**config.mk**
```make
export PLATFORM = sky130hd
export DESIGN_NAME = aisf_status_top
export DESIGN_NICKNAME = d
export VERILOG_FILES = /design/src/inc/aisf_pkg.sv /design/src/core/aisf_sticky_w1c.sv /design/src/core/aisf_pulse_timer.sv /design/src/core/aisf_status_top.sv
export SDC_FILE = /design/constraint.sdc
export NUM_CORES = 1
export LEC_CHECK = 0
export BUFFER_PORTS_ARGS = -buffer_cell sky130_fd_sc_hd__clkbuf_2
export CAP_MARGIN = 20
export CORE_ASPECT_RATIO = 1.4
export CORE_MARGIN = 8
export CORE_UTILIZATION = 40
export CTS_CLUSTER_DIAMETER = 80
export DETAILED_ROUTE_END_ITERATION = 16
export SYNTH_ARGS = -nofsm -noshare
export SYNTH_HDL_FRONTEND = slang
export SYNTH_HIERARCHICAL = 1
export SYNTH_SLANG_ARGS = --single-unit
export TNS_END_PERCENT = 5
```
**constraint.sdc**
```tcl
create_clock -name core_clk_i -period 2.8 [get_ports core_clk_i]
set_clock_uncertainty 0.1 [all_clocks]
set_input_delay 0.42 -clock core_clk_i [delete_from_list [all_inputs] [get_ports core_clk_i]]
set_output_delay 0.42 -clock core_clk_i [all_outputs]
set_load 0.02 [all_outputs]
```
**src/inc/aisf_pkg.sv**
```systemverilog
package aisf_pkg;
    // Register byte offsets
    localparam logic [7:0] ADDR_STATUS    = 8'h00;
    localparam logic [7:0] ADDR_CTRL      = 8'h04;
    localparam logic [7:0] ADDR_IRQ_STAT  = 8'h08;
    localparam logic [7:0] ADDR_IRQ_MASK  = 8'h0C;
    localparam logic [7:0] ADDR_BUF_STATE = 8'h10;
    // Status bit positions
    localparam int unsigned BIT_DRDY   = 7;
    localparam int unsigned BIT_OVF    = 6;
    localparam int unsigned BIT_BUF    = 5;
    localparam int unsigned BIT_OT     = 4;
    localparam int unsigned BIT_WT     = 3;
    localparam int unsigned BIT_ORIENTATION_DETECTION = 2;
    localparam int unsigned BIT_ASLP   = 1;
    localparam int unsigned BIT_BOOT   = 0;
    localparam logic [7:0]  STATUS_RST = 8'h01;
    // Control register fields
    localparam int unsigned CTRL_MODE_LSB = 0;
    localparam int unsigned CTRL_LATCH    = 2;
    localparam int unsigned CTRL_DRDY_SEL = 3;
    localparam int unsigned CTRL_BUF_EN   = 4;
    localparam int unsigned CTRL_BUF_SEL  = 5;
    localparam int unsigned CTRL_W        = 6;
    localparam logic [5:0]  CTRL_RST      = 6'h00;
    localparam logic [7:0]  MASK_RST      = 8'h00;
    // Buffer modes
    localparam logic [1:0]  BUF_MODE_OFF  = 2'h0;
    localparam logic [1:0]  BUF_MODE_TRIG = 2'h2;
    // Motion pulse time
    localparam int unsigned MOTION_PULSE_MS = 5;
    localparam int unsigned CLK_KHZ         = 100000;
    localparam int unsigned PULSE_CYCLES    = MOTION_PULSE_MS * CLK_KHZ;
    // Pulse timer states
    typedef enum logic [0:0] {
        AISF_PT_IDLE = 1'b0,
        AISF_PT_RUN  = 1'b1
    } aisf_pt_state_t;
endpackage : aisf_pkg

```
**src/core/aisf_sticky_w1c.sv**
```systemverilog
`timescale 1ns/10ps
module aisf_sticky_w1c #(
    parameter int unsigned W = 8
) (
    // Clock and reset
    input  wire logic         core_clk_i,
    input  wire logic         srst_i,
    // Events and clears
    input  wire logic [W-1:0] set_i,
    input  wire logic [W-1:0] clr_i,
    // Flags
    output logic      [W-1:0] flags_o
);
    logic [W-1:0] flags_q;
    logic [W-1:0] flags_d;

    // Per bit, a set in the clearing cycle wins
    for (genvar i = 0; i < W; i++) begin : g_bit
        always_comb begin
            flags_d[i] = set_i[i] | (flags_q[i] & ~clr_i[i]);
        end
    end

    // Flag register
    always_ff @(posedge core_clk_i) begin
        if (srst_i) begin
            flags_q <= '0;
        end else begin
            flags_q <= flags_d;
        end
    end

    assign flags_o = flags_q;
endmodule : aisf_sticky_w1c

```
**src/core/aisf_pulse_timer.sv**
```systemverilog
`timescale 1ns/10ps
module aisf_pulse_timer #(
    parameter int unsigned CYCLES = aisf_pkg::PULSE_CYCLES
) (
    // Clock and reset
    input  wire logic core_clk_i,
    input  wire logic srst_i,
    // Control
    input  wire logic start_i,
    input  wire logic abort_i,
    // Pulse
    output logic      pulse_o
);
    import aisf_pkg::*;

    localparam int unsigned CW = $clog2(CYCLES + 1);
    localparam logic [CW-1:0] LAST = CW'(CYCLES - 1);

    aisf_pt_state_t state_q;
    aisf_pt_state_t state_d;
    logic [CW-1:0]  cnt_q;
    logic [CW-1:0]  cnt_d;

    // Next state: abort wins, a start restarts the count
    always_comb begin
        state_d = state_q;
        cnt_d   = cnt_q;
        case (state_q)
            AISF_PT_IDLE: begin
                if (start_i && !abort_i) begin
                    state_d = AISF_PT_RUN;
                    cnt_d   = LAST;
                end
            end
            AISF_PT_RUN: begin
                if (abort_i) begin
                    state_d = AISF_PT_IDLE;
                end else if (start_i) begin
                    cnt_d = LAST;
                end else if (cnt_q == '0) begin
                    state_d = AISF_PT_IDLE;
                end else begin
                    cnt_d = cnt_q - CW'(1);
                end
            end
            default: state_d = AISF_PT_IDLE;
        endcase
    end

    // State and count registers
    always_ff @(posedge core_clk_i) begin
        if (srst_i) begin
            state_q <= AISF_PT_IDLE;
            cnt_q   <= '0;
        end else begin
            state_q <= state_d;
            cnt_q   <= cnt_d;
        end
    end

    assign pulse_o = (state_q == AISF_PT_RUN);
endmodule : aisf_pulse_timer

```
**src/core/aisf_status_top.sv**
```systemverilog
// Decided for this implementation: the APB interface to the registers.
`timescale 1ns/10ps
module aisf_status_top #(
    parameter int unsigned PULSE_CYCLES = aisf_pkg::PULSE_CYCLES
) (
    // Clock and reset
    input  wire logic         core_clk_i,
    input  wire logic         srst_i,
    // APB slave
    input  wire logic         psel_i,
    input  wire logic         penable_i,
    input  wire logic         pwrite_i,
    input  wire logic [7:0]   paddr_i,
    input  wire logic [31:0]  pwdata_i,
    output logic      [31:0]  prdata_o,
    output logic              pready_o,
    output logic              pslverr_o,
    // Result path events
    input  wire logic         sample_set_i,
    input  wire logic         axis_read_i,
    input  wire logic         aux_read_i,
    input  wire logic         active_entry_i,
    input  wire logic         motion_detect_mode_pin_i,
    // Output buffer state
    input  wire logic         buffer_watermark_flag_i,
    input  wire logic         buffer_overflow_flag_i,
    input  wire logic         buffer_gate_err_i,
    input  wire logic         buffer_full_i,
    // Other event sources
    input  wire logic         outside_event_active_i,
    input  wire logic         outside_limits_source_read_i,
    input  wire logic         inside_limits_flag_i,
    input  wire logic         orientation_change_flag_i,
    input  wire logic         auto_sleep_flag_i,
    // Interrupt outputs
    output logic              irq_pin_one_o,
    output logic              irq_pin_two_o,
    output logic              irq_o
);
    import aisf_pkg::*;

    // Status flags
    logic              drdy_q, drdy_d;
    logic              ovf_q, ovf_d;
    logic              bufev_q, bufev_d;
    logic              ot_q, ot_d;
    logic              wt_q, wt_d;
    logic              orientation_detection_q, orientation_detection_d;
    logic              aslp_q, aslp_d;
    logic              boot_q, boot_d;
    logic              unread_q, unread_d;
    logic [7:0]        status;
    logic [7:0]        status_d;
    // Software registers
    logic [CTRL_W-1:0] ctrl_q, ctrl_d;
    logic [7:0]        mask_q, mask_d;
    logic [31:0]       prdata_q, prdata_d;
    logic [7:0]        irq_flags;
    logic [7:0]        irq_clr;
    // Pins
    logic              pin_one_q, pin_one_d;
    logic              pin_two_q, pin_two_d;
    // Decoded terms
    logic [1:0]        buf_mode;
    logic              buf_on;
    logic              latch_en;
    logic              apb_setup;
    logic              apb_acc;
    logic              addr_hit;
    logic              stat_rd;
    logic              out_read;
    logic              ovf_set;
    logic              buf_evt;
    logic              drdy_pulse;
    logic              drdy_irq;

    // Control field decode
    assign buf_mode = ctrl_q[CTRL_MODE_LSB +: 2];
    assign buf_on   = (buf_mode != BUF_MODE_OFF);
    assign latch_en = ctrl_q[CTRL_LATCH];

    // APB phases; the slave never inserts wait states
    assign apb_setup = psel_i & ~penable_i;
    assign apb_acc   = psel_i & penable_i;
    assign pready_o  = 1'b1;

    // Address decode
    always_comb begin
        if (paddr_i == ADDR_STATUS) begin
            addr_hit = 1'b1;
        end else if (paddr_i == ADDR_CTRL) begin
            addr_hit = 1'b1;
        end else if (paddr_i == ADDR_IRQ_STAT) begin
            addr_hit = 1'b1;
        end else if (paddr_i == ADDR_IRQ_MASK) begin
            addr_hit = 1'b1;
        end else if (paddr_i == ADDR_BUF_STATE) begin
            addr_hit = 1'b1;
        end else begin
            addr_hit = 1'b0;
        end
    end

    // Unmapped addresses answer with an error
    assign pslverr_o = apb_acc & ~addr_hit;

    // Read side effect of the status register
    assign stat_rd  = apb_acc & ~pwrite_i & (paddr_i == ADDR_STATUS);
    assign out_read = axis_read_i | aux_read_i;

    // Overwrite of a set with no axis read in between
    assign ovf_set = sample_set_i & unread_q & ~axis_read_i;

    // Buffer event sources; watermark left out in triggered mode
    assign buf_evt = buf_on & (
                     (buffer_watermark_flag_i & (buf_mode != BUF_MODE_TRIG))
                     | buffer_overflow_flag_i
                     | buffer_gate_err_i
                     | buffer_full_i);

    // Status flag next values
    always_comb begin
        // New set waits for an axis read
        unread_d = sample_set_i | (unread_q & ~axis_read_i);
        // Sample ready: set wins over a read in the same cycle
        if (buf_on) begin
            drdy_d = 1'b0;
        end else begin
            drdy_d = sample_set_i | (drdy_q & ~out_read);
        end
        // Overrun: only bits the host actually saw are cleared
        if (buf_on) begin
            ovf_d = 1'b0;
        end else begin
            ovf_d = ovf_set | (ovf_q & ~(stat_rd & prdata_q[BIT_OVF]));
        end
        bufev_d = buf_evt;
        // Outside flag latched until its source register is read
        if (latch_en) begin
            ot_d = outside_event_active_i | (ot_q & ~outside_limits_source_read_i);
        end else begin
            ot_d = outside_event_active_i;
        end
        wt_d     = inside_limits_flag_i;
        orientation_detection_d = orientation_change_flag_i;
        aslp_d   = auto_sleep_flag_i;
        // Boot flag cleared once the host has seen it
        boot_d   = boot_q & ~(stat_rd & prdata_q[BIT_BOOT]);
    end

    // Status flag registers, read-only to software
    always_ff @(posedge core_clk_i) begin
        if (srst_i) begin
            unread_q <= 1'b0;
            drdy_q   <= STATUS_RST[BIT_DRDY];
            ovf_q    <= STATUS_RST[BIT_OVF];
            bufev_q  <= STATUS_RST[BIT_BUF];
            ot_q     <= STATUS_RST[BIT_OT];
            wt_q     <= STATUS_RST[BIT_WT];
            orientation_detection_q <= STATUS_RST[BIT_ORIENTATION_DETECTION];
            aslp_q   <= STATUS_RST[BIT_ASLP];
            boot_q   <= STATUS_RST[BIT_BOOT];
        end else begin
            unread_q <= unread_d;
            drdy_q   <= drdy_d;
            ovf_q    <= ovf_d;
            bufev_q  <= bufev_d;
            ot_q     <= ot_d;
            wt_q     <= wt_d;
            orientation_detection_q <= orientation_detection_d;
            aslp_q   <= aslp_d;
            boot_q   <= boot_d;
        end
    end

    // Packed views of the status byte
    assign status   = {drdy_q, ovf_q, bufev_q, ot_q, wt_q, orientation_detection_q, aslp_q, boot_q};
    assign status_d = {drdy_d, ovf_d, bufev_d, ot_d, wt_d, orientation_detection_d, aslp_d, boot_d};

    // Data-ready pulse for the motion-detect pin mode
    aisf_pulse_timer #(
        .CYCLES     (PULSE_CYCLES)
    ) u_pulse (
        .core_clk_i (core_clk_i),
        .srst_i     (srst_i),
        .start_i    (sample_set_i & ~buf_on & motion_detect_mode_pin_i),
        .abort_i    (active_entry_i),
        .pulse_o    (drdy_pulse)
    );

    // Pin level follows the flag, or the pulse when the pin is high
    assign drdy_irq = motion_detect_mode_pin_i ? drdy_pulse : drdy_q;

    // Software register next values
    always_comb begin
        ctrl_d   = ctrl_q;
        mask_d   = mask_q;
        prdata_d = prdata_q;
        // Writes take effect in the access phase
        if (apb_acc && pwrite_i) begin
            if (paddr_i == ADDR_CTRL) begin
                ctrl_d = pwdata_i[CTRL_W-1:0];
            end else if (paddr_i == ADDR_IRQ_MASK) begin
                mask_d = pwdata_i[7:0];
            end
        end
        // Read data is captured in the setup phase
        if (apb_setup && !pwrite_i) begin
            if (paddr_i == ADDR_STATUS) begin
                prdata_d = {24'h000000, status};
            end else if (paddr_i == ADDR_CTRL) begin
                prdata_d = {26'h0000000, ctrl_q};
            end else if (paddr_i == ADDR_IRQ_STAT) begin
                prdata_d = {24'h000000, irq_flags};
            end else if (paddr_i == ADDR_IRQ_MASK) begin
                prdata_d = {24'h000000, mask_q};
            end else if (paddr_i == ADDR_BUF_STATE) begin
                prdata_d = {29'h00000000, buffer_gate_err_i,
                            buffer_overflow_flag_i, buffer_watermark_flag_i};
            end else begin
                prdata_d = 32'h00000000;
            end
        end
    end

    // Software registers
    always_ff @(posedge core_clk_i) begin
        if (srst_i) begin
            ctrl_q   <= CTRL_RST;
            mask_q   <= MASK_RST;
            prdata_q <= 32'h00000000;
        end else begin
            ctrl_q   <= ctrl_d;
            mask_q   <= mask_d;
            prdata_q <= prdata_d;
        end
    end

    assign prdata_o = prdata_q;

    // Write-one-to-clear of the interrupt status
    assign irq_clr = (apb_acc && pwrite_i && paddr_i == ADDR_IRQ_STAT) ? pwdata_i[7:0] : 8'h00;

    // Every rising status flag is a sticky interrupt event
    aisf_sticky_w1c #(
        .W          (8)
    ) u_irq (
        .core_clk_i (core_clk_i),
        .srst_i     (srst_i),
        .set_i      (status_d & ~status),
        .clr_i      (irq_clr),
        .flags_o    (irq_flags)
    );

    assign irq_o = |(irq_flags & mask_q);

    // Pin routing of data-ready and buffer events
    always_comb begin
        pin_one_d = (drdy_irq & ~ctrl_q[CTRL_DRDY_SEL])
                  | (bufev_q & ctrl_q[CTRL_BUF_EN] & ~ctrl_q[CTRL_BUF_SEL]);
        pin_two_d = (drdy_irq & ctrl_q[CTRL_DRDY_SEL])
                  | (bufev_q & ctrl_q[CTRL_BUF_EN] & ctrl_q[CTRL_BUF_SEL]);
    end

    // Pin registers
    always_ff @(posedge core_clk_i) begin
        if (srst_i) begin
            pin_one_q <= 1'b0;
            pin_two_q <= 1'b0;
        end else begin
            pin_one_q <= pin_one_d;
            pin_two_q <= pin_two_d;
        end
    end

    assign irq_pin_one_o = pin_one_q;
    assign irq_pin_two_o = pin_two_q;
endmodule : aisf_status_top

```
Word level (Yosys, flattened, before mapping):

Index checks and enable logic that the tools add are counted.

* register bits after elaboration: 85
* input port bits: 59

* mux-type cells: 25
* $add $sub $neg: 1
* eq/ne operators: 8
* reductions and logical operators: 13
* bitwise logic cells: 73

Operators by type and width (number)
* $mux 19: 4
* $mux 8: 5
* $pmux 19 s2: 1
* $and 1x1->1: 31
* $not 1->1: 21
* $logic_not 19->1: 1
* $sub 19x1->19 const B: 1
* $or 1x1->1: 18
* $and 8x8->8: 2
* $eq 8x4->1 const B: 2
* $mux 1: 13
* $eq 8x3->1 const B: 1
* $eq 8x5->1 const B: 1
* $logic_not 8->1: 1
* $not 8->8: 1
* $reduce_or 8->1: 1
* $reduce_and 3->1: 2
* $logic_and 1x1->1: 4
* $ne 2x2->1 const B: 2
* $mux 3: 1
* $ne 3x2->1 const B: 1
* $logic_not 1->1: 2
* $ne 2x1->1 const B: 1
* $pmux 1 s2: 1
* other kinds (2): 2

Depth between registers and ports, before layout:

* word-level depth: 10
* depth in mapped cells: 8
* gate-level depth less buffers: 7

Cells and area by module:

Netlist, hierarchy kept.

By module, submodules not included
* aisf_status_top: sequential area each 660.6 um^2, cells an instance 216, area each 1908.1 um^2, times used 1
* aisf_pulse_timer: sequential area each 400.4 um^2, cells an instance 130, area each 1112.3 um^2, times used 1
* aisf_sticky_w1c: sequential area each 160.2 um^2, cells an instance 33, area each 381.6 um^2, times used 1

Least setup slack after synthesis:

No wires, ideal clock.

* path kind: in2out
* start point: input port paddr_i[4]
* end point: output port pslverr_o
* cell stages on the path: 5
* path buffers: 2
* setup slack: 0.710 ns
* data arrival time: 1.570 ns
* cells stage by stage: buf_2 -> nor3_1 -> and2_1 -> clkbuf_1 -> a311oi_1

* longest elaborated chain between the ends: 8
* elaborated cells between the ends (all ways): 12
* those cells by class: 4 x eq/ne; 5 x mux; 2 x bitwise; 1 x reduce/logical

Ends and longest elaborated chain
* from (decl): line aisf_status_top.sv:13 `input wire logic [7:0] paddr_i,`
* $eq 8x5->1: line aisf_status_top.sv:97 `end else if (paddr_i == ADDR_BUF_STATE) begin`
* $mux 1: line aisf_status_top.sv:97
* $mux 1: line aisf_status_top.sv:95 `end else if (paddr_i == ADDR_IRQ_MASK) begin`
* $mux 1: line aisf_status_top.sv:93 `end else if (paddr_i == ADDR_IRQ_STAT) begin`
* $mux 1: line aisf_status_top.sv:91 `end else if (paddr_i == ADDR_CTRL) begin`
* $mux 1 *: line aisf_status_top.sv:89 `if (paddr_i == ADDR_STATUS) begin`
* $not 1->1 *: line aisf_status_top.sv:105 `assign pslverr_o = apb_acc & ~addr_hit;`
* $and 1x1->1 *: line aisf_status_top.sv:105
* to (decl): line aisf_status_top.sv:17 `output logic pslverr_o,`

Every way passes the cells marked *; elsewhere a longest branch is shown, timed or not.

Final worst setup path:

* start point: register u_pulse.cnt_q[0]
* end point: register u_pulse.cnt_q[16]

* longest elaborated chain between the ends: 5
* elaborated cells between the ends (all ways): 8
* those cells by class: 1 x add/sub; 1 x eq/ne; 4 x mux; 2 x reduce/logical

Ends and longest elaborated chain
* from (decl): line aisf_pulse_timer.sv:21 `logic [CW-1:0] cnt_q;`
* from (signal assigned): line aisf_pulse_timer.sv:57 `cnt_q <= cnt_d;`
* $sub 19x1->19: line aisf_pulse_timer.sv:43 `cnt_d = cnt_q - CW'(1);`
* $mux 19: line aisf_pulse_timer.sv:40 `end else if (cnt_q == '0) begin`
* $mux 19: line aisf_pulse_timer.sv:38 `end else if (start_i) begin`
* $mux 19: line aisf_pulse_timer.sv:36 `if (abort_i) begin`
* $pmux 19 s2: line aisf_pulse_timer.sv:28 `case (state_q)`

Parallel ways exist; a longest one is shown, timed or not. The select of a mux whose other input is x is not followed.
A chain may end at the register's enable or synchronous reset.

==> flow_summary_export.csv <==
group,metric,value,unit
clock_tree,clockBufferDepth,2,
setup_path,crit_type,"reg2reg",
routing,drtPass1Iterations,4,
place,place_worst_setup_slack,372,ps
final_layout,multi_input_area,1950,um2
global_routing,grt_pass1_vias,2838,
power,combPwrFrac,0.139,
place,gp_congestion,0.819,
setup_path,slowest_delay,690,ps
power,power.density,626,nW/um2
power,p_int,1850,uW
timing,rsz0062_at_grt,"false",
global_routing,gr-total-overflow,0,
routing,post_drt_wl_per_cell,16.4,um
yosys,yosys_warnings,6,
setup_path,cp_cell_sequence,"inv_1 > ha_1 > nor4b_4 > nand4_2 > o41a_1 > a21oi_1 > a311oi_1",
power,power.leakage,0.00168,uW
timing,tightest_slew,654,ps
die,start_util,0.405,
min_path,hold_start,"inside_limits_flag_i",
global_routing,antenna_found_initial,0,
yosys,ys_seq_area_frac,0.359,
min_path,hp-class,"in2reg",
final_layout,drive_above_1_share,0.249,
setup_path,crit_path_max_fanout,13,
final_layout,num_antenna_cells,0,
job,cap_violations,0,
timing,timing.final.crit_period,2390,ps
timing,finalCritPeriodShare,0.854,
timing,finalHoldViolCount,0,
power,switching_power,644,uW
place,place_hpwl,6630,um
yosys,syn_avg_cell_area,8.98,um2
routing,route.detailed.drc,0,
min_path,whs_endpoint,"wt_q$_SDFF_PP0_",
final_layout,fill_cells,826,
power,p_seq_frac,0.377,
clock_tree,cts_tree,"yes",
min_path,min_path_cells,2,
setup_path,crit_required,2890,ps
final_layout,utilization,0.475,
clock_tree,clk_latency,330,ps
clock_tree,cts_setup_buffers,0,
clock_tree,cts_resized,0,
timing,slew_viol_final,0,
routing,postRouteAntennaNets,0,
yosys,syn_area,3400,um2
routing,via_count,2873,
timing,tns,0,ps
setup_path,cp_data_arrival_time,2480,ps
run_status,status,"completed",
die,die_h,125,um
final_layout,synthToLayoutAreaGrowth,17.4,%
yosys,syn_inst,379,
timing,setup_viol,0,
clock_tree,cts_hold_buf,0,
die,io_pins,96,
clock_tree,htreeDepth,3,
setup_path,reg2reg_slack,410,ps
setup_path,end_kind,"flip-flop",
yosys,netlist_top_cells_area,"dfxtp_1 (36%), buf_4 (5.5%), mux2i_1 (5.3%)",
timing,fmax,418,MHz
power,swShare,0.258,
timing,setup_slack,410,ps
global_routing,grt_pass1_wl,14400,um
routing,viasPerCell,5.33,
timing,relSlewSlack,0.559,
die,core_area,8410,um2
routing,drt_first_iter_violations,112,
yosys,async_flop_share,0,
die,die_width,93.9,um
global_routing,grtUsageTotal,0.155,
setup_path,r2r_end,"u_pulse/cnt_q[16]$_SDFFE_PP0P_",
clock_tree,path_clk_slew,50,ps
place,portBuffers,46,
clock_tree,cts.sinks,61,
die,core.rowCount,40,
yosys,synth_top_area_share,0.359,
yosys,synth_cell_types,64,
setup_path,rr_worst_depth,7,
final_layout,seqCellArea,1220,um2
yosys,ys.flop_type,"dfxtp_1",
setup_path,cp-start-kind,"flip-flop",
power,ir_worst_vdd,332,uV
power,clkPwrFrac,0.484,
die,die_area,11800,um2
yosys,yosysTopAreaCell,"dfxtp_1",
final_layout,layout.nets,489,
setup_path,critPathSlowestCell,"o41a_1",
global_routing,grt_start_max_net_pins,30,
yosys,ys_seq_elements,61,
yosys,synth_edf_count,0,
clock_tree,cts_made_buffers,9,
routing,wl,8830,um
clock_tree,root_buffer,"clkbuf_16",
setup_path,reg2reg_from,"u_pulse/cnt_q[0]$_SDFFE_PP0P_",
[registers in the layout, summed over array words and instances, names as in the netlist]
signal	cells
u_pulse/cnt_q	19
ctrl_q	6
bufev_q	1
ot_q	1
mask_q	8
orientation_detection_q	1
drdy_q	1
u_pulse/pulse_o	1
prdata_o	8
wt_q	1
irq_pin_one_o	1
boot_q	1
unread_q	1
aslp_q	1
ovf_q	1
irq_pin_two_o	1
u_irq/flags_o	8
[layout make-up]
| cell class | instances | area share |
|---|---|---|
| Timing Repair Buffer | 57 | 0.0783 |
| Tap cell | 105 | 0.0329 |
| Inverter | 13 | 0.0122 |
| Clock inverter | 4 | 0.0175 |
| Clock buffer | 12 | 0.0642 |
| Multi-Input combinational cell | 287 | 0.489 |
| Sequential cell | 61 | 0.306 |
[Yosys cell counts, types with 4 or more instances]
cell and count:
nor3_1 7, nand2b_4 8, buf_4 25, dfxtp_1 61
and2_1 11, mux2_2 5, inv_1 13, o21ai_0 5
nor4_1 5, a31oi_1 5, nand2b_1 5, a211oi_1 7
clkbuf_1 12, mux2i_1 18, a21oi_2 8, nand4_1 4
nand2_1 14, a21oi_1 14, nor2_1 47, a22oi_1 7
or3_1 5, a21o_1 4, a311oi_1 7, nor2b_1 11
nand3_1 6, a221oi_1 4
[cells in the final DEF, fill, tap and decap left out, types with 3 or more instances in the layout]
cell type / netlist / routed
a22o_1: 3 / 3
nand3_1: 6 / 6
nand2b_1: 5 / 5
nor3_1: 7 / 7
clkbuf_16: 0 / 9
or4_1: 3 / 3
mux2i_1: 18 / 18
buf_4: 25 / 11
nor2b_1: 11 / 11
a21oi_2: 8 / 8
or3_1: 5 / 5
nand2b_4: 8 / 8
dfxtp_1: 61 / 61
nand2_1: 14 / 14
a21o_1: 4 / 4
a21oi_1: 14 / 14
mux2_2: 5 / 5
nor2_1: 47 / 47
a311oi_1: 7 / 7
o31ai_1: 3 / 3
a31oi_1: 5 / 5
conb_1: 2 / 26
o21ai_0: 5 / 5
inv_1: 13 / 13
a221oi_1: 4 / 4
a221o_1: 3 / 3
a22oi_1: 7 / 7
clkbuf_2: 0 / 46
nor4_1: 5 / 5
nand4_1: 4 / 4
o2111ai_1: 3 / 3
a211oi_1: 7 / 7
and2_1: 11 / 11
[stage by stage]
| stage | hold slack [ps] | instances | total power [uW] | area, um2 |
|---|---|---|---|---|
| global placement | 356 | 523 | 1300 | 3670 |
| global route | 217 | 539 | 2620 | 3990 |
| detailed placement | 373 | 523 | 1300 | 3670 |
| finish | 218 | 539 | 2500 | 3990 |
| CTS | 206 | 539 | 2530 | 3990 |
| floorplan | 340 | 403 | 1230 | 3490 |
[worst max-delay path, delay by kind of cell, from the launching register on]
kind | cells | cell delay [ps]
flip-flops | 1 | 340
AO/OA/AOI/OAI | 3 | 980
AND/OR/NAND/NOR | 2 | 550
buffers and inverters | 1 | 70
adder cells (fa/ha/maj) | 1 | 200
[worst max path at each step]
stage | slack [ps] | from | cells past startpoint | end
CTS | 380 | u_pulse/cnt_q[0]$_SDFFE_PP0P_ | 7 | u_pulse/cnt_q[14]$_SDFFE_PP0P_
floorplan | 710 | paddr_i[4] | 5 | pslverr_o
global placement | 440 | u_pulse/cnt_q[0]$_SDFFE_PP0P_ | 7 | u_pulse/cnt_q[14]$_SDFFE_PP0P_
detailed placement | 370 | paddr_i[2] | 5 | prdata_o[4]$_SDFFE_PP0P_
global route | 250 | u_pulse/cnt_q[0]$_SDFFE_PP0P_ | 7 | u_pulse/cnt_q[8]$_SDFFE_PP0P_
finish | 410 | u_pulse/cnt_q[0]$_SDFFE_PP0P_ | 7 | u_pulse/cnt_q[16]$_SDFFE_PP0P_
[per-layer routing]
metal | vias up | wire [um] | global-route usage
li1 | 1440 | - | -
met1 | 1367 | 3530 | 0.171
met2 | 58 | 4770 | 0.270
met3 | 8 | 425 | 0.0461
met4 | 0 | 99 | 0.0572
met5 | - | 0 | 0
[kinds of logic (layout without fill, tap and decap cells)]
| group | Yosys count | after routing | synth area share |
|---|---|---|---|
| DFF | 61 | 61 | 0.359 |
| buffers and inverters | 55 | 86 | 0.0938 |
| adders and majority gates | 1 | 1 | 0.00368 |
| muxes | 23 | 23 | 0.0695 |
| AOI/OAI and AO/OA | 91 | 91 | 0.211 |
| other | 2 | 26 | 0.00221 |
| and+or+nand+nor | 146 | 146 | 0.261 |
[power by group through the flow]
stage               sequential [uW]  combinational, uW  clock [uW]
floorplan                       955                276           0
global placement                958                340           0
detailed placement              959                346           0
CTS                             941                347        1240
global route                    946                384        1290
finish                          941                348        1210
Power figures use the tool's default switching activity.
